===== config.mk =====
export PLATFORM = sky130hd
export DESIGN_NAME = tuning_controller
export DESIGN_NICKNAME = d
export VERILOG_FILES = /design/src/tuning_pkg.sv /design/src/tuning_controller.sv
export VERILOG_INCLUDE_DIRS = /design/src
export SDC_FILE = /design/constraint.sdc
export NUM_CORES = 1
export LEC_CHECK = 0
export ABC_AREA = 1
export BUFFER_PORTS_ARGS = -buffer_cell sky130_fd_sc_hd__buf_2
export CORE_UTILIZATION = 59
export DETAILED_ROUTE_END_ITERATION = 6
export PLACE_DENSITY = 0.76
export SYNTH_ARGS = -nofsm -noshare
export SYNTH_HDL_FRONTEND = slang
export SYNTH_HIERARCHICAL = 1
export SYNTH_SLANG_ARGS = --single-unit

===== constraint.sdc =====
create_clock -name clk -period 6.49 [get_ports clk]
set_input_delay 0 -clock clk [delete_from_list [all_inputs] [get_ports clk]]
set_output_delay 0 -clock clk [all_outputs]
set_load 0.01 [all_outputs]

===== src/tuning_defs.svh =====
// Constants for the channel tuning controller: timing, layouts, limits.
// Assumes a 40 MHz system clock; included by the package and the design.
`ifndef TUNING_DEFS_SVH
`define TUNING_DEFS_SVH

// ==========================================================
// Clock and times
`define CLK_MHZ          40
`define MEM_PERIOD_US    512
`define MUX_PERIOD_MS    16
`define REPEAT_MS        250
`define KEY_RPT_MS       250
`define US_PER_MS        1000
`define MEM_PERIOD_CYC   (`MEM_PERIOD_US * `CLK_MHZ)
`define MUX_PERIOD_CYC   (`MUX_PERIOD_MS * `US_PER_MS * `CLK_MHZ)
`define REPEAT_CYC       (`REPEAT_MS * `US_PER_MS * `CLK_MHZ)
`define KEY_RPT_CYC      (`KEY_RPT_MS * `US_PER_MS * `CLK_MHZ)

// ==========================================================
// Memory word: 14 bits, least significant first
`define MEM_BITS         14
`define MW_UNITS_LSB     0
`define MW_TENS_LSB      4
`define MW_FINE_LSB      8

// ==========================================================
// Divider word and fine tuning
`define DIV_BITS         13
`define ADD_BITS         6
`define BAND_BITS        3
`define FINE_MID         6'h20
`define FINE_MAX         6'h3f
`define FINE_MIN         6'h00
`define FIFO_DEPTH       4
`define DIGIT_MAX        4'h9
`define BCD_LIMIT        4'hf

`endif


===== src/tuning_pkg.sv =====
// Types shared by the tuning controller and its buffer.
// Assumes tuning_defs.svh is on the include path.
`include "tuning_defs.svh"

package tuning_pkg;

	// Sequencer states, one-hot
	typedef enum logic [8:0] {
		st_idle    = 9'h001,
		st_rd_wait = 9'h002,
		st_rd_clk  = 9'h004,
		st_prep    = 9'h008,
		st_sync    = 9'h010,
		st_shift   = 9'h020,
		st_st_wait = 9'h040,
		st_st_clk  = 9'h080,
		st_st_hold = 9'h100
	} seq_state_type;

	// Two decimal digits of the channel counter
	typedef struct packed {
		logic [3:0] tens;
		logic [3:0] units;
	} channel_type;

	// Channel table entry: band bits {uhf, vhf, three} and divider base
	typedef struct packed {
		logic [`BAND_BITS-1:0] band;
		logic [`DIV_BITS-1:0]  factor;
	} rom_word_type;

endpackage


===== src/tuning_controller.sv =====
// Channel tuning controller with its divider-word buffer.
// Assumes one 40 MHz clock; all inputs synchronous to it, keys active high.
//
// What this block does
// - Program change on request or power-on edge
// - Read-in: select low, wait, 14 memory clocks
// - Sample memory bits on memory clock rise
// - After read-in, select high, data line released
// - Channel number addresses ROM, loads shift register
// - Load enable high, 13 bits, then drop
// - Serial adder adds fine offset, low bits
// - Repeat divider transfer every 250 ms
// - Ignore keys except search stop, and program change requests, while busy; power-on edge held pending
// - Fine offset +31 / -32 steps
// - Channel change recentres fine counter
// - Fine keys step by one, auto-repeat
// - Tens and units keys, no carry, no repeat
// - Search steps units with carry until stop
// - Store: wait, then 14 memory clocks
// - Store advances data bit each clock rise
// - After store and request low, verify run
// - Storage blocks change and tuning keys
// - Decimal channel, multiplexed BCD, 16 ms period
// - Limit shown while fine key held
// - Band outputs change only at load enable rise
// - Divider sent least significant bit first
// - Load enable high only while sync low

`include "tuning_defs.svh"

// ==========================================================
// Word buffer
module word_fifo #(
	parameter int WIDTH = 16,
	parameter int DEPTH = 4
) (
	// Clock and reset
	input  logic             clk,
	input  logic             sys_rst,
	// Filling side
	input  logic             in_valid,
	output logic             in_ready,
	input  logic [WIDTH-1:0] in_data,
	// Draining side
	output logic             out_valid,
	input  logic             out_ready,
	output logic [WIDTH-1:0] out_data
);
	localparam int AW = $clog2(DEPTH);

	logic [WIDTH-1:0] mem_q [DEPTH];
	logic [AW:0]      wr_ptr_q;
	logic [AW:0]      rd_ptr_q;

	// Full when pointers differ only in the wrap bit
	assign in_ready  = !((wr_ptr_q[AW] != rd_ptr_q[AW]) && (wr_ptr_q[AW-1:0] == rd_ptr_q[AW-1:0]));
	assign out_valid = (wr_ptr_q != rd_ptr_q);
	assign out_data  = mem_q[rd_ptr_q[AW-1:0]];

	// Storage
	always_ff @(posedge clk) begin
		if (in_valid && in_ready) begin
			mem_q[wr_ptr_q[AW-1:0]] <= in_data;
		end
	end

	// Pointers
	always_ff @(posedge clk) begin
		if (sys_rst) begin
			wr_ptr_q <= '0;
			rd_ptr_q <= '0;
		end else begin
			if (in_valid && in_ready) wr_ptr_q <= wr_ptr_q + 1'b1;
			if (out_valid && out_ready) rd_ptr_q <= rd_ptr_q + 1'b1;
		end
	end
endmodule // word_fifo

// ==========================================================
// Tuning controller
module tuning_controller import tuning_pkg::*; #(
	parameter int MEM_PERIOD_CYC = `MEM_PERIOD_CYC,
	parameter int MUX_PERIOD_CYC = `MUX_PERIOD_CYC,
	parameter int REPEAT_CYC     = `REPEAT_CYC,
	parameter int KEY_RPT_CYC    = `KEY_RPT_CYC
) (
	// Clock and reset
	input  logic       clk,
	input  logic       sys_rst,
	// Requests
	input  logic       program_change_request,
	input  logic       power_on_trigger,
	input  logic       memory_store_request,
	// Front-panel keys
	input  logic       fine_up_key,
	input  logic       fine_down_key,
	input  logic       tens_key,
	input  logic       units_key,
	input  logic       search_start_key,
	input  logic       search_stop_key,
	// Tuning memory
	output logic       memory_shift_clock,
	output logic       memory_read_select,
	input  logic       memory_data_line_in,
	output logic       memory_data_line_out,
	output logic       memory_data_line_oe,
	// PLL divider
	input  logic       shift_timing_in,
	input  logic       frame_sync_in,
	output logic       pll_serial_data,
	output logic       pll_load_enable,
	// Display
	output logic [3:0] bcd_digit,
	output logic       digit_select_one,
	output logic       digit_select_two,
	// Band selection
	output logic       band_select_uhf,
	output logic       band_select_vhf,
	output logic       band_select_three
);
	localparam int MW = $clog2(MEM_PERIOD_CYC + 1);
	localparam int XW = $clog2(MUX_PERIOD_CYC + 1);
	localparam int RW = $clog2(REPEAT_CYC + 1);
	localparam int KW = $clog2(KEY_RPT_CYC + 1);
	localparam logic [MW-1:0] MEM_LAST  = MW'(MEM_PERIOD_CYC); // Full period before first rise
	localparam logic [MW-1:0] MEM_HALF  = MW'(MEM_PERIOD_CYC / 2 - 1);
	localparam logic [XW-1:0] MUX_LAST  = XW'(MUX_PERIOD_CYC - 1);
	localparam logic [XW-1:0] MUX_HALF  = XW'(MUX_PERIOD_CYC / 2);
	localparam logic [XW-1:0] MUX_GAP   = XW'(MUX_PERIOD_CYC / 16);
	localparam logic [RW-1:0] RPT_LAST  = RW'(REPEAT_CYC - 1);
	localparam logic [KW-1:0] KEY_LAST  = KW'(KEY_RPT_CYC - 1);
	localparam logic [4:0]    MEM_CNT   = 5'(`MEM_BITS);
	localparam logic [3:0]    DIV_CNT   = 4'(`DIV_BITS);

	// Channel table lookup: divider base and band bits per channel
	function automatic rom_word_type rom_lookup(input channel_type ch);
		rom_word_type w;
		int n;
		n = int'(ch.tens) * 10 + int'(ch.units);
		w.band = 3'b101;
		w.factor = '0;
		if (n >= 21 && n <= 73) begin
			w.factor = 13'(4081 + 64 * (n - 21));
			w.band = 3'b110;
		end else if (n >= 5 && n <= 12) begin
			w.factor = 13'(1713 + 56 * (n - 5));
			w.band = 3'b001;
		end else if (n >= 81 && n <= 90) begin
			w.factor = 13'(1153 + 56 * (n - 81));
			w.band = 3'b001;
		end else if (n >= 91 || n == 0) begin
			w.factor = 13'(2161 + 56 * ((n == 0) ? 9 : (n - 91)));
			w.band = 3'b001;
		end else begin
			case (n)
				1: w.factor = 13'd681;
				2: w.factor = 13'd697;
				3: w.factor = 13'd753;
				4: w.factor = 13'd809;
				13: w.factor = 13'd741;
				14: w.factor = 13'd809;
				15: w.factor = 13'd969;
				74: w.factor = 13'd865;
				75: w.factor = 13'd921;
				76: w.factor = 13'd977;
				77: w.factor = 13'd1033;
				78: w.factor = 13'd1089;
				79: w.factor = 13'd785;
				80: w.factor = 13'd1057;
				19, 20: begin
					w.factor = (n == 19) ? 13'd1921 : 13'd1993;
					w.band = 3'b001;
				end
				default: begin
					w.factor = 13'(1713 + 68 * (n - 16));
					w.band = 3'b001;
				end
			endcase
		end
		return w;
	endfunction

	seq_state_type        state_q;
	channel_type          channel_q;
	logic [5:0]           fine_q;
	logic [MW-1:0]        mem_tmr_q;
	logic [4:0]           mem_cnt_q;
	logic [`MEM_BITS-1:0] rd_sreg_q;
	logic [`MEM_BITS-1:0] st_sreg_q;
	logic [`DIV_BITS-1:0] div_sreg_q;
	logic [5:0]           offset_q;
	logic [3:0]           bit_idx_q;
	logic [3:0]           rise_cnt_q;
	logic                 carry_q;
	logic                 mclk_q, rsel_q, mdat_q, moe_q, pdat_q, ple_q;
	logic [2:0]           band_q;
	logic [RW-1:0]        rpt_tmr_q;
	logic                 rpt_pend_q, por_pend_q;
	logic [KW-1:0]        key_tmr_q;
	logic                 search_q, limit_q;
	logic [XW-1:0]        mux_tmr_q;
	logic [3:0]           bcd_q;
	logic                 ds1_q, ds2_q;
	logic                 pc_prev_q, por_prev_q, cl_prev_q, sync_prev_q;
	logic                 up_prev_q, dn_prev_q, tn_prev_q, un_prev_q, ss_prev_q;
	logic                 fifo_in_ready, fifo_out_valid, pop;
	rom_word_type         fifo_out;
	logic                 idle, key_tick, mem_half_end, read_done;
	logic                 cl_rise, cl_fall, sync_fall;
	logic                 tens_go, units_go, search_go, chan_step;
	logic                 up_go, dn_go, add_b, sum_b, carry_d;

	// Edge detectors and gating of the front panel
	assign idle      = (state_q == st_idle);
	assign cl_rise   = shift_timing_in && !cl_prev_q;
	assign cl_fall   = !shift_timing_in && cl_prev_q;
	assign sync_fall = !frame_sync_in && sync_prev_q;
	assign key_tick  = (key_tmr_q == KEY_LAST);
	assign tens_go   = idle && tens_key && !tn_prev_q;
	assign units_go  = idle && units_key && !un_prev_q;
	assign search_go = idle && search_q && key_tick && !search_stop_key;
	assign chan_step = tens_go || units_go || search_go;
	assign up_go     = idle && fine_up_key && (!up_prev_q || key_tick);
	assign dn_go     = idle && fine_down_key && !fine_up_key && (!dn_prev_q || key_tick);
	assign mem_half_end = (mem_tmr_q == MEM_HALF);
	assign read_done = (state_q == st_rd_clk) && mem_half_end && mclk_q && (mem_cnt_q == MEM_CNT);
	assign pop       = (state_q == st_sync) && sync_fall && fifo_out_valid;

	// Serial adder: offset bits, then sign extension for the upper bits
	assign add_b   = (bit_idx_q < 4'(`ADD_BITS)) ? offset_q[bit_idx_q[2:0]] : offset_q[5];
	assign sum_b   = div_sreg_q[0] ^ add_b ^ carry_q;
	assign carry_d = (div_sreg_q[0] & add_b) | (carry_q & (div_sreg_q[0] ^ add_b));

	// Input history
	always_ff @(posedge clk) begin
		if (sys_rst) begin
			{pc_prev_q, por_prev_q, cl_prev_q, sync_prev_q} <= 4'h0;
			{up_prev_q, dn_prev_q, tn_prev_q, un_prev_q, ss_prev_q} <= 5'h00;
		end else begin
			{pc_prev_q, por_prev_q} <= {program_change_request, power_on_trigger};
			{cl_prev_q, sync_prev_q} <= {shift_timing_in, frame_sync_in};
			{up_prev_q, dn_prev_q} <= {fine_up_key, fine_down_key};
			{tn_prev_q, un_prev_q, ss_prev_q} <= {tens_key, units_key, search_start_key};
		end
	end

	// Pending power-on and repeat requests; a new event beats the clear
	always_ff @(posedge clk) begin
		if (sys_rst) begin
			rpt_tmr_q <= '0;
			rpt_pend_q <= 1'b0;
			por_pend_q <= 1'b0;
		end else begin
			rpt_tmr_q <= (rpt_tmr_q == RPT_LAST) ? '0 : rpt_tmr_q + 1'b1;
			if (rpt_tmr_q == RPT_LAST) rpt_pend_q <= 1'b1;
			else if (idle) rpt_pend_q <= 1'b0;
			if (power_on_trigger != por_prev_q) por_pend_q <= 1'b1;
			else if (idle) por_pend_q <= 1'b0;
		end
	end

	// Main sequencer
	always_ff @(posedge clk) begin
		if (sys_rst) begin
			state_q <= st_idle;
		end else begin
			case (state_q)
				st_idle: begin
					if (memory_store_request) state_q <= st_st_wait;
					else if ((program_change_request && !pc_prev_q) || por_pend_q)
						state_q <= st_rd_wait;
					else if (rpt_pend_q) state_q <= st_prep;
				end
				st_rd_wait: if (mem_tmr_q == MEM_LAST) state_q <= st_rd_clk;
				st_rd_clk: if (read_done) state_q <= st_prep;
				st_prep: if (fifo_in_ready) state_q <= st_sync;
				st_sync: if (pop) state_q <= st_shift;
				st_shift: if (cl_rise && rise_cnt_q == DIV_CNT - 4'd1) state_q <= st_idle;
				st_st_wait: if (mem_tmr_q == MEM_LAST) state_q <= st_st_clk;
				st_st_clk: begin
					if (mem_half_end && mclk_q && mem_cnt_q == MEM_CNT) state_q <= st_st_hold;
				end
				st_st_hold: if (!memory_store_request) state_q <= st_rd_wait;
				default: state_q <= st_idle;
			endcase
		end
	end

	// Memory clock, select and data stage
	always_ff @(posedge clk) begin
		if (sys_rst) begin
			mem_tmr_q <= '0;
			mem_cnt_q <= '0;
			{mclk_q, mdat_q, moe_q} <= 3'b000;
			rsel_q <= 1'b1;
			rd_sreg_q <= '0;
			st_sreg_q <= '0;
		end else begin
			rsel_q <= !(state_q inside {st_rd_wait, st_rd_clk}) || read_done;
			moe_q <= (state_q inside {st_st_wait, st_st_clk});
			if (state_q inside {st_rd_wait, st_st_wait}) begin
				mem_cnt_q <= '0;
				mem_tmr_q <= (mem_tmr_q == MEM_LAST) ? '0 : mem_tmr_q + 1'b1;
				if (mem_tmr_q == MEM_LAST) begin
					mclk_q <= 1'b1;
					mem_cnt_q <= 5'd1;
					if (state_q == st_rd_wait) rd_sreg_q <= {memory_data_line_in, rd_sreg_q[`MEM_BITS-1:1]};
					else {st_sreg_q, mdat_q} <= {1'b0, st_sreg_q};
				end
			end else if (state_q inside {st_rd_clk, st_st_clk}) begin
				mem_tmr_q <= mem_half_end ? '0 : mem_tmr_q + 1'b1;
				if (mem_half_end) begin
					mclk_q <= !mclk_q;
					if (!mclk_q) begin
						mem_cnt_q <= mem_cnt_q + 5'd1;
						if (state_q == st_rd_clk)
							rd_sreg_q <= {memory_data_line_in, rd_sreg_q[`MEM_BITS-1:1]};
						else {st_sreg_q, mdat_q} <= {1'b0, st_sreg_q};
					end
				end
			end else begin
				mem_tmr_q <= '0;
				mclk_q <= 1'b0;
				mdat_q <= 1'b0;
				st_sreg_q <= {fine_q, channel_q.tens, channel_q.units};
			end
		end
	end

	// Divider transfer to the PLL
	always_ff @(posedge clk) begin
		if (sys_rst) begin
			{pdat_q, ple_q, carry_q} <= 3'b000;
			band_q <= '0;
			div_sreg_q <= '0;
			offset_q <= '0;
			bit_idx_q <= '0;
			rise_cnt_q <= '0;
		end else if (pop) begin
			ple_q <= 1'b1;
			band_q <= fifo_out.band;
			offset_q <= fine_q ^ `FINE_MID;
			div_sreg_q <= fifo_out.factor;
			bit_idx_q <= '0;
			rise_cnt_q <= '0;
			carry_q <= 1'b0;
		end else if (state_q == st_shift) begin
			if (bit_idx_q == '0 || (cl_fall && bit_idx_q < DIV_CNT && bit_idx_q == rise_cnt_q)) begin
				pdat_q <= sum_b;
				carry_q <= carry_d;
				div_sreg_q <= {1'b0, div_sreg_q[`DIV_BITS-1:1]};
				bit_idx_q <= bit_idx_q + 4'd1;
			end
			if (cl_rise) begin
				rise_cnt_q <= rise_cnt_q + 4'd1;
				if (rise_cnt_q == DIV_CNT - 4'd1) ple_q <= 1'b0;
			end
		end else begin
			ple_q <= 1'b0;
			pdat_q <= 1'b0;
		end
	end

	// Channel counter in two decimal digits
	always_ff @(posedge clk) begin
		if (sys_rst) begin
			channel_q <= '0;
		end else if (read_done) begin
			channel_q.units <= rd_sreg_q[`MW_UNITS_LSB +: 4];
			channel_q.tens <= rd_sreg_q[`MW_TENS_LSB +: 4];
		end else if (tens_go) begin
			channel_q.tens <= (channel_q.tens >= `DIGIT_MAX) ? 4'h0 : channel_q.tens + 4'h1;
		end else if (units_go || search_go) begin
			channel_q.units <= (channel_q.units >= `DIGIT_MAX) ? 4'h0 : channel_q.units + 4'h1;
			if (search_go && channel_q.units >= `DIGIT_MAX)
				channel_q.tens <= (channel_q.tens >= `DIGIT_MAX) ? 4'h0 : channel_q.tens + 4'h1;
		end
	end

	// Fine detuning counter with limits and limit indication
	always_ff @(posedge clk) begin
		if (sys_rst) begin
			fine_q <= `FINE_MID;
			limit_q <= 1'b0;
		end else begin
			limit_q <= idle && ((fine_up_key && fine_q == `FINE_MAX) ||
				(fine_down_key && fine_q == `FINE_MIN));
			if (read_done) fine_q <= rd_sreg_q[`MW_FINE_LSB +: 6];
			else if (chan_step) fine_q <= `FINE_MID;
			else if (up_go && fine_q != `FINE_MAX) fine_q <= fine_q + 6'h01;
			else if (dn_go && fine_q != `FINE_MIN) fine_q <= fine_q - 6'h01;
		end
	end

	// Auto-repeat timer and search mode
	always_ff @(posedge clk) begin
		if (sys_rst) begin
			key_tmr_q <= '0;
			search_q <= 1'b0;
		end else begin
			if (search_stop_key) search_q <= 1'b0;
			else if (idle && search_start_key && !ss_prev_q) search_q <= 1'b1;
			if ((up_go || dn_go) && !key_tick) key_tmr_q <= '0;
			else if (fine_up_key || fine_down_key || search_q)
				key_tmr_q <= key_tick ? '0 : key_tmr_q + 1'b1;
			else key_tmr_q <= '0;
		end
	end

	// Display multiplex with a blank gap after each digit change
	always_ff @(posedge clk) begin
		if (sys_rst) begin
			mux_tmr_q <= '0;
			bcd_q <= '0;
			{ds1_q, ds2_q} <= 2'b00;
		end else begin
			mux_tmr_q <= (mux_tmr_q == MUX_LAST) ? '0 : mux_tmr_q + 1'b1;
			bcd_q <= limit_q ? `BCD_LIMIT :
				(mux_tmr_q < MUX_HALF) ? channel_q.units : channel_q.tens;
			ds1_q <= (mux_tmr_q >= MUX_GAP) && (mux_tmr_q < MUX_HALF);
			ds2_q <= (mux_tmr_q >= MUX_HALF + MUX_GAP);
		end
	end

	word_fifo #(
		.WIDTH($bits(rom_word_type)),
		.DEPTH(`FIFO_DEPTH)
	) u_fifo (
		.clk(clk),
		.sys_rst(sys_rst),
		.in_valid(state_q == st_prep),
		.in_ready(fifo_in_ready),
		.in_data(rom_lookup(channel_q)),
		.out_valid(fifo_out_valid),
		.out_ready(pop),
		.out_data(fifo_out)
	);

	// Outputs straight from flip-flops
	assign memory_shift_clock   = mclk_q;
	assign memory_read_select   = rsel_q;
	assign memory_data_line_out = mdat_q;
	assign memory_data_line_oe  = moe_q;
	assign pll_serial_data      = pdat_q;
	assign pll_load_enable      = ple_q;
	assign {band_select_uhf, band_select_vhf, band_select_three} = band_q;
	assign bcd_digit            = bcd_q;
	assign digit_select_one     = ds1_q;
	assign digit_select_two     = ds2_q;

	// Checks: clock rises seen per load enable window
	logic [3:0] chk_rises_q;
	always_ff @(posedge clk) begin
		if (sys_rst || !ple_q) chk_rises_q <= '0;
		else if (cl_rise) chk_rises_q <= chk_rises_q + 4'd1;
	end

	a_ple_sync_low: assert property (@(posedge clk) disable iff (sys_rst)
		$rose(ple_q) |-> !$past(frame_sync_in) && $past(sync_prev_q))
		else $error("load enable raised while sync high");
	a_ple_thirteen: assert property (@(posedge clk) disable iff (sys_rst)
		$fell(ple_q) |-> chk_rises_q == 4'd13)
		else $error("load enable dropped after wrong clock count");
	a_band_at_rise: assert property (@(posedge clk) disable iff (sys_rst)
		$changed(band_q) |-> $rose(ple_q))
		else $error("band changed outside load enable rise");
	a_read_released: assert property (@(posedge clk) disable iff (sys_rst)
		!rsel_q |-> !moe_q)
		else $error("data line driven during read");
	a_store_select: assert property (@(posedge clk) disable iff (sys_rst)
		$rose(state_q == st_st_clk) |-> rsel_q && moe_q && mclk_q)
		else $error("store clock phase wrong");
	a_fine_recentre: assert property (@(posedge clk) disable iff (sys_rst)
		chan_step |=> fine_q == `FINE_MID)
		else $error("fine counter not recentred");
	a_fine_ceiling: assert property (@(posedge clk) disable iff (sys_rst)
		fine_q == `FINE_MAX && !read_done && !chan_step |=> fine_q == `FINE_MAX)
		else $error("fine counter passed its upper limit");
	a_busy_hold: assert property (@(posedge clk) disable iff (sys_rst)
		state_q == st_shift |=> $stable(channel_q) && $stable(fine_q))
		else $error("channel altered during transfer");
	a_digit_excl: assert property (@(posedge clk) disable iff (sys_rst)
		!(ds1_q && ds2_q))
		else $error("both digits selected");
	a_verify_after: assert property (@(posedge clk) disable iff (sys_rst)
		state_q == st_st_hold && !memory_store_request |=> state_q == st_rd_wait ##1 !rsel_q)
		else $error("no verify read after store");
endmodule // tuning_controller


; Word level (Yosys, flattened, before mapping)
; Memories as Yosys holds them, arrays and structs flattened. A register that Yosys moved wholly into a read port is not among the register bits.
; Index checks and enable logic that the tools add are counted.
[word_totals]
ff_bits = 201
ram_bits = 64
in_bits = 14
out_inout_bits = 15
elab_cells = 349
n_memories = 1
[memory_table]
columns = name, depth, word_bits, read_ports, rd_ports_with_merged_regs, wr, line_no
row1 = u_fifo.mem_q, 4, 16, 1, 1, 1, tuning_controller.sv:51  ; logic [WIDTH-1:0] mem_q [DEPTH];
[classes]
addsub = 24
n_mul = 5
n_lt_le_gt_ge = 15
eq_ne = 60
n_mux = 86
n_bitwise = 8
n_reduce_logical = 109
[ops]
columns = op, count
row1 = 14-bit 2-to-1 mux, 14
row2 = 13-bit case mux with 14 select lines, 1
row3 = 9-bit 2-to-1 mux, 11
row4 = 9-bit case mux with 9 select lines, 1
row5 = 9-bit by 7-bit == test with 1-bit output (second input constant), 8
row6 = 16-bit 2-to-1 mux, 4
row7 = 15-bit 2-to-1 mux, 4
row8 = 24-bit by 1-bit adder with 24-bit output (second input constant), 2
row9 = 24-bit == test (second input constant), 2
row10 = 1-bit logical AND, 42
row11 = 12-bit by 13-bit adder with 13-bit output (first input constant), 3
row12 = 13-bit 2-to-1 mux, 3
row13 = 9-bit by 4-bit == test with 1-bit output (second input constant), 4
row14 = 9-bit by 5-bit == test with 1-bit output (second input constant), 4
row15 = 32-bit zero test, 1
row16 = 4-bit by 32-bit multiplier with 10-bit output (first input constant), 1
row17 = 32-bit 2-to-1 mux, 1
row18 = 4-bit 2-to-1 mux, 7
row19 = 9-bit by 2-bit == test with 1-bit output (second input constant), 3
row20 = 13-bit adder (first input constant), 2
row21 = 1-bit 2-to-1 mux, 25
row22 = 6-bit 2-to-1 mux, 4
row23 = 2-bit nonzero test, 12
row24 = 20-bit by 1-bit adder with 20-bit output (second input constant), 1
row25 = 73 further kinds, 147

; Depth between registers and ports, before layout
; Gate-level depths: netlist of the first run.
[depth]
depth_word = 10
ltp_mapped = 35
mapped_depth_nobuf = 34

; Modules after synthesis
; The synthesis of the first run kept the hierarchy.
[modules_own_cells]
columns = module, n_inst, cells_per_inst, area_each_um2, seq_area_each_um2
row1 = tuning_controller, 1, 2008, 13873.3, 3903.7
row2 = word_fifo, 1, 228, 2847.7, 2082.0

; Worst setup path before layout of the first run
; Ideal clock, no wire load.
[synth_timing]
path_kind = register to register
from = reg channel_q[5] in the netlist's numbering
to = mem u_fifo.mem_q[0][11] (data pin)
setup_time_ps = 280
t_arrival_ps = 5019
t_required_ps = 6210
setup_slack_ps = 1191
stages_incl_launch_ff = 29
path_buffers = 0
synth_period_minus_slack_ps = 5299
cell_sequence = dfxtp_1 ha_1 ha_1 inv_1 fa_1 xnor2_2 ha_1 nand3_2 nand3_1 inv_1 ha_1 xor2_1 ha_1 inv_1 fa_1 xnor2_1 inv_1 nor2_1 inv_1 nor2_1 inv_1 nor2_1 nand2_1 nand2_1 inv_1 o21ai_0 nand2_1 o21bai_1 a22oi_1
[synth_between]
elab_chain_cells = 10
word_cells_on_any_way = 52
classes_between = 11 x add/sub / 5 x mul / 7 x order compare / 16 x eq/ne / 6 x mux / 7 x reduce/logical
[synth_lines]
columns = element, line_no
row1 = start: declaration, tuning_controller.sv:184  ; channel_type channel_q;
row2 = 4-bit by 3-bit multiplier with 7-bit output *, tuning_controller.sv:139  ; n = int'(ch.tens) * 10 + int'(ch.units);
row3 = 8-bit by 4-bit adder with 9-bit output *, tuning_controller.sv:139
row4 = "9-bit by 7-bit subtractor with 10-bit output, or another cell as far along", tuning_controller.sv:152  ; w.factor = 13'(2161 + 56 * ((n == 0) ? 9 : (n - 91)));
row5 = 32-bit 2-to-1 mux or 6-bit by 10-bit multiplier with 11-bit output (tied branches), "tuning_controller.sv:152, tuning_controller.sv:175"
row6 = 4-bit by 32-bit multiplier with 10-bit output or 12-bit by 13-bit adder with 13-bit output (tied branches), "tuning_controller.sv:152, tuning_controller.sv:175"
row7 = 13-bit adder or 13-bit case mux with 14 select lines (tied branches), "tuning_controller.sv:152, tuning_controller.sv:155"
row8 = 16-bit 2-to-1 mux, tuning_controller.sv:151  ; end else if (n >= 91 || n == 0) begin
row9 = 16-bit 2-to-1 mux, tuning_controller.sv:148  ; end else if (n >= 81 && n <= 90) begin
row10 = 16-bit 2-to-1 mux, tuning_controller.sv:145  ; end else if (n >= 5 && n <= 12) begin
row11 = 16-bit 2-to-1 mux *, tuning_controller.sv:142  ; if (n >= 21 && n <= 73) begin
row12 = end: declaration, tuning_controller.sv:51
; Mark *: on every way between the ends. The rest lies on a longest branch, timed or not.

; Final worst setup path of the first run
; Ends and elaborated chain as after synthesis.

==> results of run 1 <==
worst max-delay path: cells and delay by family (launching register included):
family	cells	cell delay [ns]
buffers and inverters	7	0.51
AO/OA/AOI/OAI	3	0.39
AND/OR/NAND/NOR	13	1.92
flip-flops	1	0.36
adder cells (fa/ha/maj)	6	2.16
XOR/XNOR	2	0.31
sequential cells by signal, indices dropped and copies added, names as in the netlist, 4 cells and up, named ones only:
| register | flops |
|---|---|
| div_sreg_q | 13 |
| offset_q | 6 |
| mem_cnt_q | 5 |
| mux_tmr_q | 20 |
| channel_q | 8 |
| rpt_tmr_q | 24 |
| st_sreg_q | 14 |
| u_fifo/mem_q | 64 |
| fine_q | 6 |
| key_tmr_q | 24 |
| rd_sreg_q | 14 |
| bcd_digit | 4 |
| mem_tmr_q | 15 |
| rise_cnt_q | 4 |
| state_q | 9 |
| bit_idx_q | 4 |
final cells by class:
cell class                      count  share of cell area, %
Multi-Input combinational cell   1600                   50.9
Sequential cell                   267                   32.7
Inverter                          327                   6.72
Clock buffer                       35                   4.25
Tap cell                          378                   2.58
Timing Repair Buffer               55                   2.05
Clock inverter                     16                  0.820
how the worst max path moves through the flow:
stage / start / endpoint / slack, ns / cells after the start
after floorplan: channel_q[5]$_SDFFE_PP0P_ / u_fifo/mem_q[0][11]$_DFFE_PP_ / 1.19 / 28
after global placement: channel_q[5]$_SDFFE_PP0P_ / u_fifo/mem_q[2][11]$_DFFE_PP_ / 0.61 / 31
after detailed placement: channel_q[5]$_SDFFE_PP0P_ / u_fifo/mem_q[1][11]$_DFFE_PP_ / 0.42 / 31
final: channel_q[5]$_SDFFE_PP0P_ / u_fifo/mem_q[0][11]$_DFFE_PP_ / 0.55 / 31
after global routing: channel_q[5]$_SDFFE_PP0P_ / u_fifo/mem_q[0][11]$_DFFE_PP_ / 0.07 / 31
after CTS: channel_q[5]$_SDFFE_PP0P_ / u_fifo/mem_q[0][11]$_DFFE_PP_ / 0.41 / 31
cell usage in the layout (no fill, tap or decap), drive strengths merged, types with 7 or more instances in the layout:
cell type | netlist | layout
nor3b | 24 | 24
ha | 112 | 112
nor3 | 92 | 92
nor2 | 281 | 281
a211oi | 10 | 10
a21oi | 104 | 104
fa | 25 | 25
o21bai | 9 | 9
nor4 | 23 | 23
nand4 | 39 | 39
o21ai | 129 | 129
inv | 322 | 323
xor2 | 54 | 54
edfxtp | 64 | 64
buf | 21 | 42
clkbuf | 27 | 35
a22oi | 9 | 9
dfxtp | 203 | 203
dlygate4sd3 | 0 | 13
clkinv | 5 | 17
conb | 2 | 8
nand2 | 420 | 420
xnor2 | 29 | 29
or2 | 13 | 13
nand3 | 123 | 123
o211ai | 9 | 9
o31ai | 7 | 7
o22ai | 19 | 19
a31oi | 31 | 31
layer usage:
metal	up-vias	part of all wire, %
met2	398	45
met5	-	0
met1	6797	47
met4	0	2.6
li1	7488	-
met3	73	5.3
kinds of logic after synthesis:
family / after synthesis
and+or+nand+nor: 1021
adders and majority gates: 137
buffers and inverters: 375
xor gates and xnor gates: 83
other: 2
DFF: 267
AOI/OAI and AO/OA: 351
cell usage after synthesis, types with 3 or more instances:
library cell / number
fa_1: 25
nor3b_1: 24
xor2_1: 52
inv_2: 30
o21a_1: 6
and3_1: 3
o21bai_1: 9
a31oi_1: 31
a211oi_1: 10
o21ai_0: 99
nand3_1: 119
a21oi_1: 103
o211ai_1: 9
inv_1: 291
clkinv_1: 4
o31ai_1: 7
xnor2_1: 28
a22oi_1: 9
nor3_1: 89
nand4_1: 39
buf_1: 3
nor2_1: 265
nand2_1: 406
nor2_4: 7
dfxtp_1: 203
nor4_1: 21
o221ai_1: 5
or2_2: 9
clkbuf_1: 26
buf_2: 15
o21ai_1: 28
nor2_2: 8
ha_1: 112
o22ai_1: 19
nand2_2: 12
edfxtp_1: 64
a21o_1: 5
timing repair:
action / in CTS / in global routing
gates resized for setup: 0 / 3
endpoints found under the hold margin: 19 / 0
setup endpoints to repair: 0 / 12
hold buffers: 13 / 0
through the flow:
stage | hold WS [ns] | cells
after floorplan | 0.0785 | 2242
after global placement | 0.213 | 2614
after detailed placement | 0.221 | 2614
after CTS | 0.00842 | 2678
after global routing | 0.0330 | 2678
final | 0.0266 | 2678
==> summary.md, run 1 <==
| Metric | Value |
|---|---|
| Max Freq | `168 MHz` |
| Hold Crit Start | `sys_rst` |
| DP Worst Slack | `0.416 ns` |
| Hold Path End | `por_prev_q$_SDFF_PP0_` |
| FP Rows | `61` |
| Drt drc | `0` |
| Postcts setup bufs | `0` |
| Detailed Routing Iterations Pass 1 | `5` |
| YS warnings | `6` |
| CP most frequent cell | `inv_1` |
| Port Buffer Count | `28` |
| GRT busiest layer | `met2` |
| Setup CP Type | `flop to flop` |
| # IOs | `29` |
| CTS tree | `yes` |
| Chip Width | `170 um` |
| First-pass GRT wire length | `65000 um` |
| Register bit total from synthesis | `267` |
| Worst Path Arrival | `6.20 ns` |
| Area Growth Syn to Fin | `9.54%` |
| RR Startpoint | `channel_q[5]$_SDFFE_PP0P_` |
| Max-slew headroom | `21.8%` |
| Sequential area share after synthesis | `35.8%` |
| Endpoints failing setup | `0` |
| Max-cap violations | `0` |
| Starting Density | `60.0%` |
| Final period utilization | `91.5%` |
| Final Util | `65.7%` |
| CTS buffer count | `29` |
| Filler cell count | `2355` |
| Final setup TNS | `0 ns` |
| GPL Wtd Cong | `0.901` |
| Gr ovfl total | `0` |
| Flop2flop setup slack | `0.55 ns` |
| Worst Path Required | `just under 7 ns` |
| Setup ws final | `0.555 ns` |
| Top post-synthesis cells by area | `dfxtp_1, edfxtp_1, nand2_1` |
| Worst Path Max Fanout | `11` |
| RR Endpoint | `u_fifo/mem_q[0][11]$_DFFE_PP_` |
| Min-Delay Path Depth | `3` |
| Cell Area, Synth | `approximately 0.017 mm2` |
| Ys flop type | `dfxtp_1` |
| Largest net degree at the start of global routing | `63` |
| Average vias per placed instance | `5.51` |
| Final min period | `5.94 ns` |
| Inserted Diodes | `0` |
| Iter 0 DRT Violations | `1199` |
| RSZ-0062 raised after global routing | `false` |
| Layout cell share with drive strength beyond 1 | `7.65%` |
| Antenna Violating Nets Remaining | `0` |
| CTS Buffer Depth | `3` |
| Hpwl dp | `28400 um` |
| Setup crit end kind | `flop` |
| Worst-margin pin slew | `1.17 ns` |
| Placed cell areas | `0.0172 mm2` |
| Largest family of logic cells by synthesized area | `simple AND/OR/NAND/NOR gates` |
| Post-synthesis xor/xnor area fraction | `4.48%` |
| Syn Area/Cell | `7.48 um2` |
| Clk slew on worst S/H paths | `0.06 ns` |
| Synth Area in Compound Gates | `between 10% and 20%` |
| Grt met3 use | `3.07%` |
| Placeable Area | `0.0279 mm2` |
| Mapped Cells | `2236` |
| H-tree levels | `1` |
| Skew final | `0.0188 ns` |
| Asr flop ratio synth | `0%` |
| Adder-cell share of the synthesized area | `11.4%` |
| Min-delay worst type | `primary input to flop` |
| Post-Synth Simple-Gate Area | `27.6%` |
| Gr usage total | `27.3%` |
| Via count | `14800` |
| Mux share of post-synthesis cell area | `0%` |
| Root Buffer | `clkbuf_16` |
| Reg2reg path depth | `31` |
| Footprint of the multi-input gates | `between 0.009 and 0.01 mm2` |
| Die ar. | `0.0290 mm2` |
| Largest stage delay, worst path | `about 0.53 ns` |
| Final Cell Area | `0.0183 mm2` |
| Nature of the critical path startpoint | `flop` |
| Final hold vios | `0` |
| Per-cell routed wire length | `14.6 um` |
| Initial antenna violation count | `0` |
| Area leader, netlist | `dfxtp_1` |
| Sequential Area | `0.00599 mm2` |
| Number of global-route vias before repair | `13700` |
| Met2 usage | `44.6%` |
| Die Height | `170 um` |
| Netlist cell types | `67` |
| Slew Limit Fails | `0` |
| Clk sink count | `roughly 270` |
| Nets | `2431` |
| Post-synth EDFFs | `64` |
| Run status | `completed` |
| Total Wirelength | `39200 um` |
| Clock Latency Late Sink | `0.56 ns` |
| Area share of the largest cell type after synthesis | `around 24%` |
| Highest-delay cell along the critical path | `fa_1` |
| Met1 Usage GRT | `around 38%` |
Power of run 1 is not shown: default switching activity piles up to over one toggle a cycle in this logic, so the estimate is an artifact.
==> run 2, diff against run 1 <==
--- a/config.mk
+++ b/config.mk
@@ -9,6 +9,7 @@
 export ABC_AREA = 1
 export BUFFER_PORTS_ARGS = -buffer_cell sky130_fd_sc_hd__buf_2
 export CORE_UTILIZATION = 59
+export CTS_BUF_LIST = sky130_fd_sc_hd__clkbuf_8
 export DETAILED_ROUTE_END_ITERATION = 6
 export PLACE_DENSITY = 0.76
 export SYNTH_ARGS = -nofsm -noshare
==> run 2 against run 1 <==
Compared with the run above: count of clock-buffer cells in the layout is 16 higher; non-clock buffer count is 3 higher; sequential share of layout area hardly changed; critical path type unchanged.
==> summary.md, run 2 (synthesis results as in run 1) <==
| Metric | Value |
|---|---|
| Run status | `completed` |
| Grt met3 use | `3.56% (+0.49 points)` |
| Min-Delay Path Depth | `3 (unchanged)` |
| First-pass GRT wire length | `65100 um (+0.17%)` |
| Commonest cells after routing, fill and taps aside | `nand2_1, inv_1, nor2_1, dfxtp_1, nand3_1` |
| Antenna Violating Nets Remaining | `0 (unchanged)` |
| Clk sink count | `267 (unchanged)` |
| Nets | `2450 (+0.78%)` |
| Worst-margin pin slew | `1.18 ns (+0.00447 ns)` |
| Layout cell share with drive strength beyond 1 | `8.23% (+0.58 points)` |
| Final hold vios | `0 (unchanged)` |
| Setup CP Type | `flop to flop` |
| Postcts setup bufs | `0 (unchanged)` |
| Hold Crit Start | `sys_rst` |
| Endpoints failing setup | `0 (unchanged)` |
| Met2 usage | `44.2% (-0.43 points)` |
| RSZ-0062 raised after global routing | `false` |
| Met1 Usage GRT | `37.8% (+0.10 points)` |
| Gr usage total | `27.3% (+0.038 points)` |
| RR Endpoint | `u_fifo/mem_q[0][11]$_DFFE_PP_` |
| GRT busiest layer | `met2` |
| Commonest non-fill, non-tap cell in the layout | `nand2_1` |
| Area Growth Syn to Fin | `9.44% (about the same)` |
| Largest net degree at the start of global routing | `63 (unchanged)` |
| Detailed Routing Iterations Pass 1 | `5 (unchanged)` |
| Final setup TNS | `0 ns (unchanged)` |
| Nature of the critical path startpoint | `flop` |
| CP most frequent cell | `inv_1` |
| Inserted Diodes | `0 (unchanged)` |
| # IOs | `29 (unchanged)` |
| Final min period | `5.96 ns (+0.0232 ns)` |
| Clock Latency Late Sink | `0.57 ns (about the same)` |
| Iter 0 DRT Violations | `1301 (+8.5%)` |
| Worst Setup SP | `channel_q[5]$_SDFFE_PP0P_` |
| Max-slew headroom | `21.5% (-0.30 points)` |
| Footprint of the multi-input gates | `0.00932 mm2 (unchanged)` |
| Min-delay worst type | `primary input to flop` |
| Total Wirelength | `39100 um (-0.24%)` |
| Worst Path Arrival | `6.24 ns (+0.04 ns)` |
| Max-cap violations | `0 (unchanged)` |
| Largest stage delay, worst path | `0.53 ns (about the same)` |
| Worst Path Required | `6.77 ns (about the same)` |
| CTS tree | `yes` |
| Max reg flops | `64 (unchanged)` |
| Port Buffer Count | `28 (unchanged)` |
| Flop2flop setup slack | `0.53 ns (-0.02 ns)` |
| FP Rows | `61 (unchanged)` |
| Clk slew on worst S/H paths | `0.07 ns (about the same)` |
| Placeable Area | `0.0279 mm2 (unchanged)` |
| Filler cell count | `2380 (+1.1%)` |
| Setup crit end kind | `flop` |
| Via count | `14800 (+0.58%)` |
| Initial antenna violation count | `0 (unchanged)` |
| Number of global-route vias before repair | `13800 (+0.73%)` |
| Die ar. | `0.0290 mm2 (unchanged)` |
| CTS Buffer Depth | `3 (unchanged)` |
| Skew final | `0.0407 ns (+0.0219 ns)` |
| Highest-delay cell along the critical path | `fa_1` |
| Starting Density | `60.0% (unchanged)` |
| GPL Wtd Cong | `0.901 (unchanged)` |
| Gr ovfl total | `0 (unchanged)` |
| Chip Width | `170 um (unchanged)` |
| Reg2reg path depth | `31 (unchanged)` |
| Average vias per placed instance | `5.47 (-0.64%)` |
| CTS buffer count | `45 (+55%)` |
| Root Buffer | `clkbuf_8` |
| Hold Path End | `sync_prev_q$_SDFF_PP0_` |
| Final period utilization | `91.8% (+0.36 points)` |
| Sequential Area | `0.00599 mm2 (unchanged)` |
| Hpwl dp | `28400 um (unchanged)` |
| Per-cell routed wire length | `14.4 um (-1.5%)` |
| Slew Limit Fails | `0 (unchanged)` |
| RR Startpoint | `channel_q[5]$_SDFFE_PP0P_` |
| Die Height | `170 um (unchanged)` |
| Max Freq | `168 MHz (-0.39%)` |
| Drt drc | `0 (unchanged)` |
| H-tree levels | `2 (+1)` |
| Worst Path Max Fanout | `11 (unchanged)` |
==> run 2: changes by cell type in the layout (fill, tap and decap cells not counted), sizes merged <==
| cell | change |
|---|---|
| dlygate4sd3 | +3 |
| inv | +21 |
| clkbuf | +16 |
| bufinv | -1 |
| clkinv | -6 |
==> run 2: worst max path at each step <==
stage,endpoint,slack (ns),cells past startpoint
6_report,u_fifo/mem_q[0][11]$_DFFE_PP_,0.53,31
5_1_grt,u_fifo/mem_q[2][11]$_DFFE_PP_,0.07,31
2_1_floorplan,u_fifo/mem_q[0][11]$_DFFE_PP_,1.19,28
3_5_place_dp,u_fifo/mem_q[1][11]$_DFFE_PP_,0.42,31
3_3_place_gp,u_fifo/mem_q[2][11]$_DFFE_PP_,0.61,31
4_1_cts,u_fifo/mem_q[1][11]$_DFFE_PP_,0.39,31
==> run 2: metal layers <==
metal,share of wire [%],vias to the layer above,routed length (um)
met1,47,6808,18400
li1,-,7532,-
met3,5.5,95,2130
met5,0,-,0
met2,45,407,17500
met4,2.7,0,1060
==> run 2: cell type report <==
class / count / share of cell area (%)
sequential: 267 / 32.7
multi-input combinational: 1600 / 50.9
clock inverter: 30 / 0.985
timing repair buffer: 58 / 2.22
clock buffer: 51 / 3.84
inverter: 327 / 6.73
tap: 378 / 2.58
==> run 2: worst max-delay path, delay by kind of cell (launching register included) <==
kind                       cells  cell delay [ns]
DFF                            1             0.37
buffers and inverters          7             0.50
AOI/OAI and AO/OA              3             0.40
adders and majority gates      6             2.17
and+or+nand+nor               13             1.92
xor gates and xnor gates       2             0.31
==> run 2: what timing repair did <==
item / CTS / global route
gates resized for setup: 0 / 3
endpoints found under the setup margin: 0 / 12
hold buffers: 16 / 0
hold endpoints to repair: 20 / 0
==> run 2: through the flow <==
stage	utilization (%)	area, um2	instances	worst slack, ns	hold slack [ns]
2_1_floorplan	-	16700	2242	1.19	0.0785
5_1_grt	65.7	18300	2711	0.0735	0.0283
3_5_place_dp	61.9	17200	2614	0.416	0.221
4_1_cts	65.7	18300	2711	0.389	0.00486
6_report	65.7	18300	2711	0.531	0.0138
3_3_place_gp	61.9	17200	2614	0.608	0.213
Power of run 2 is left out for the same reason.
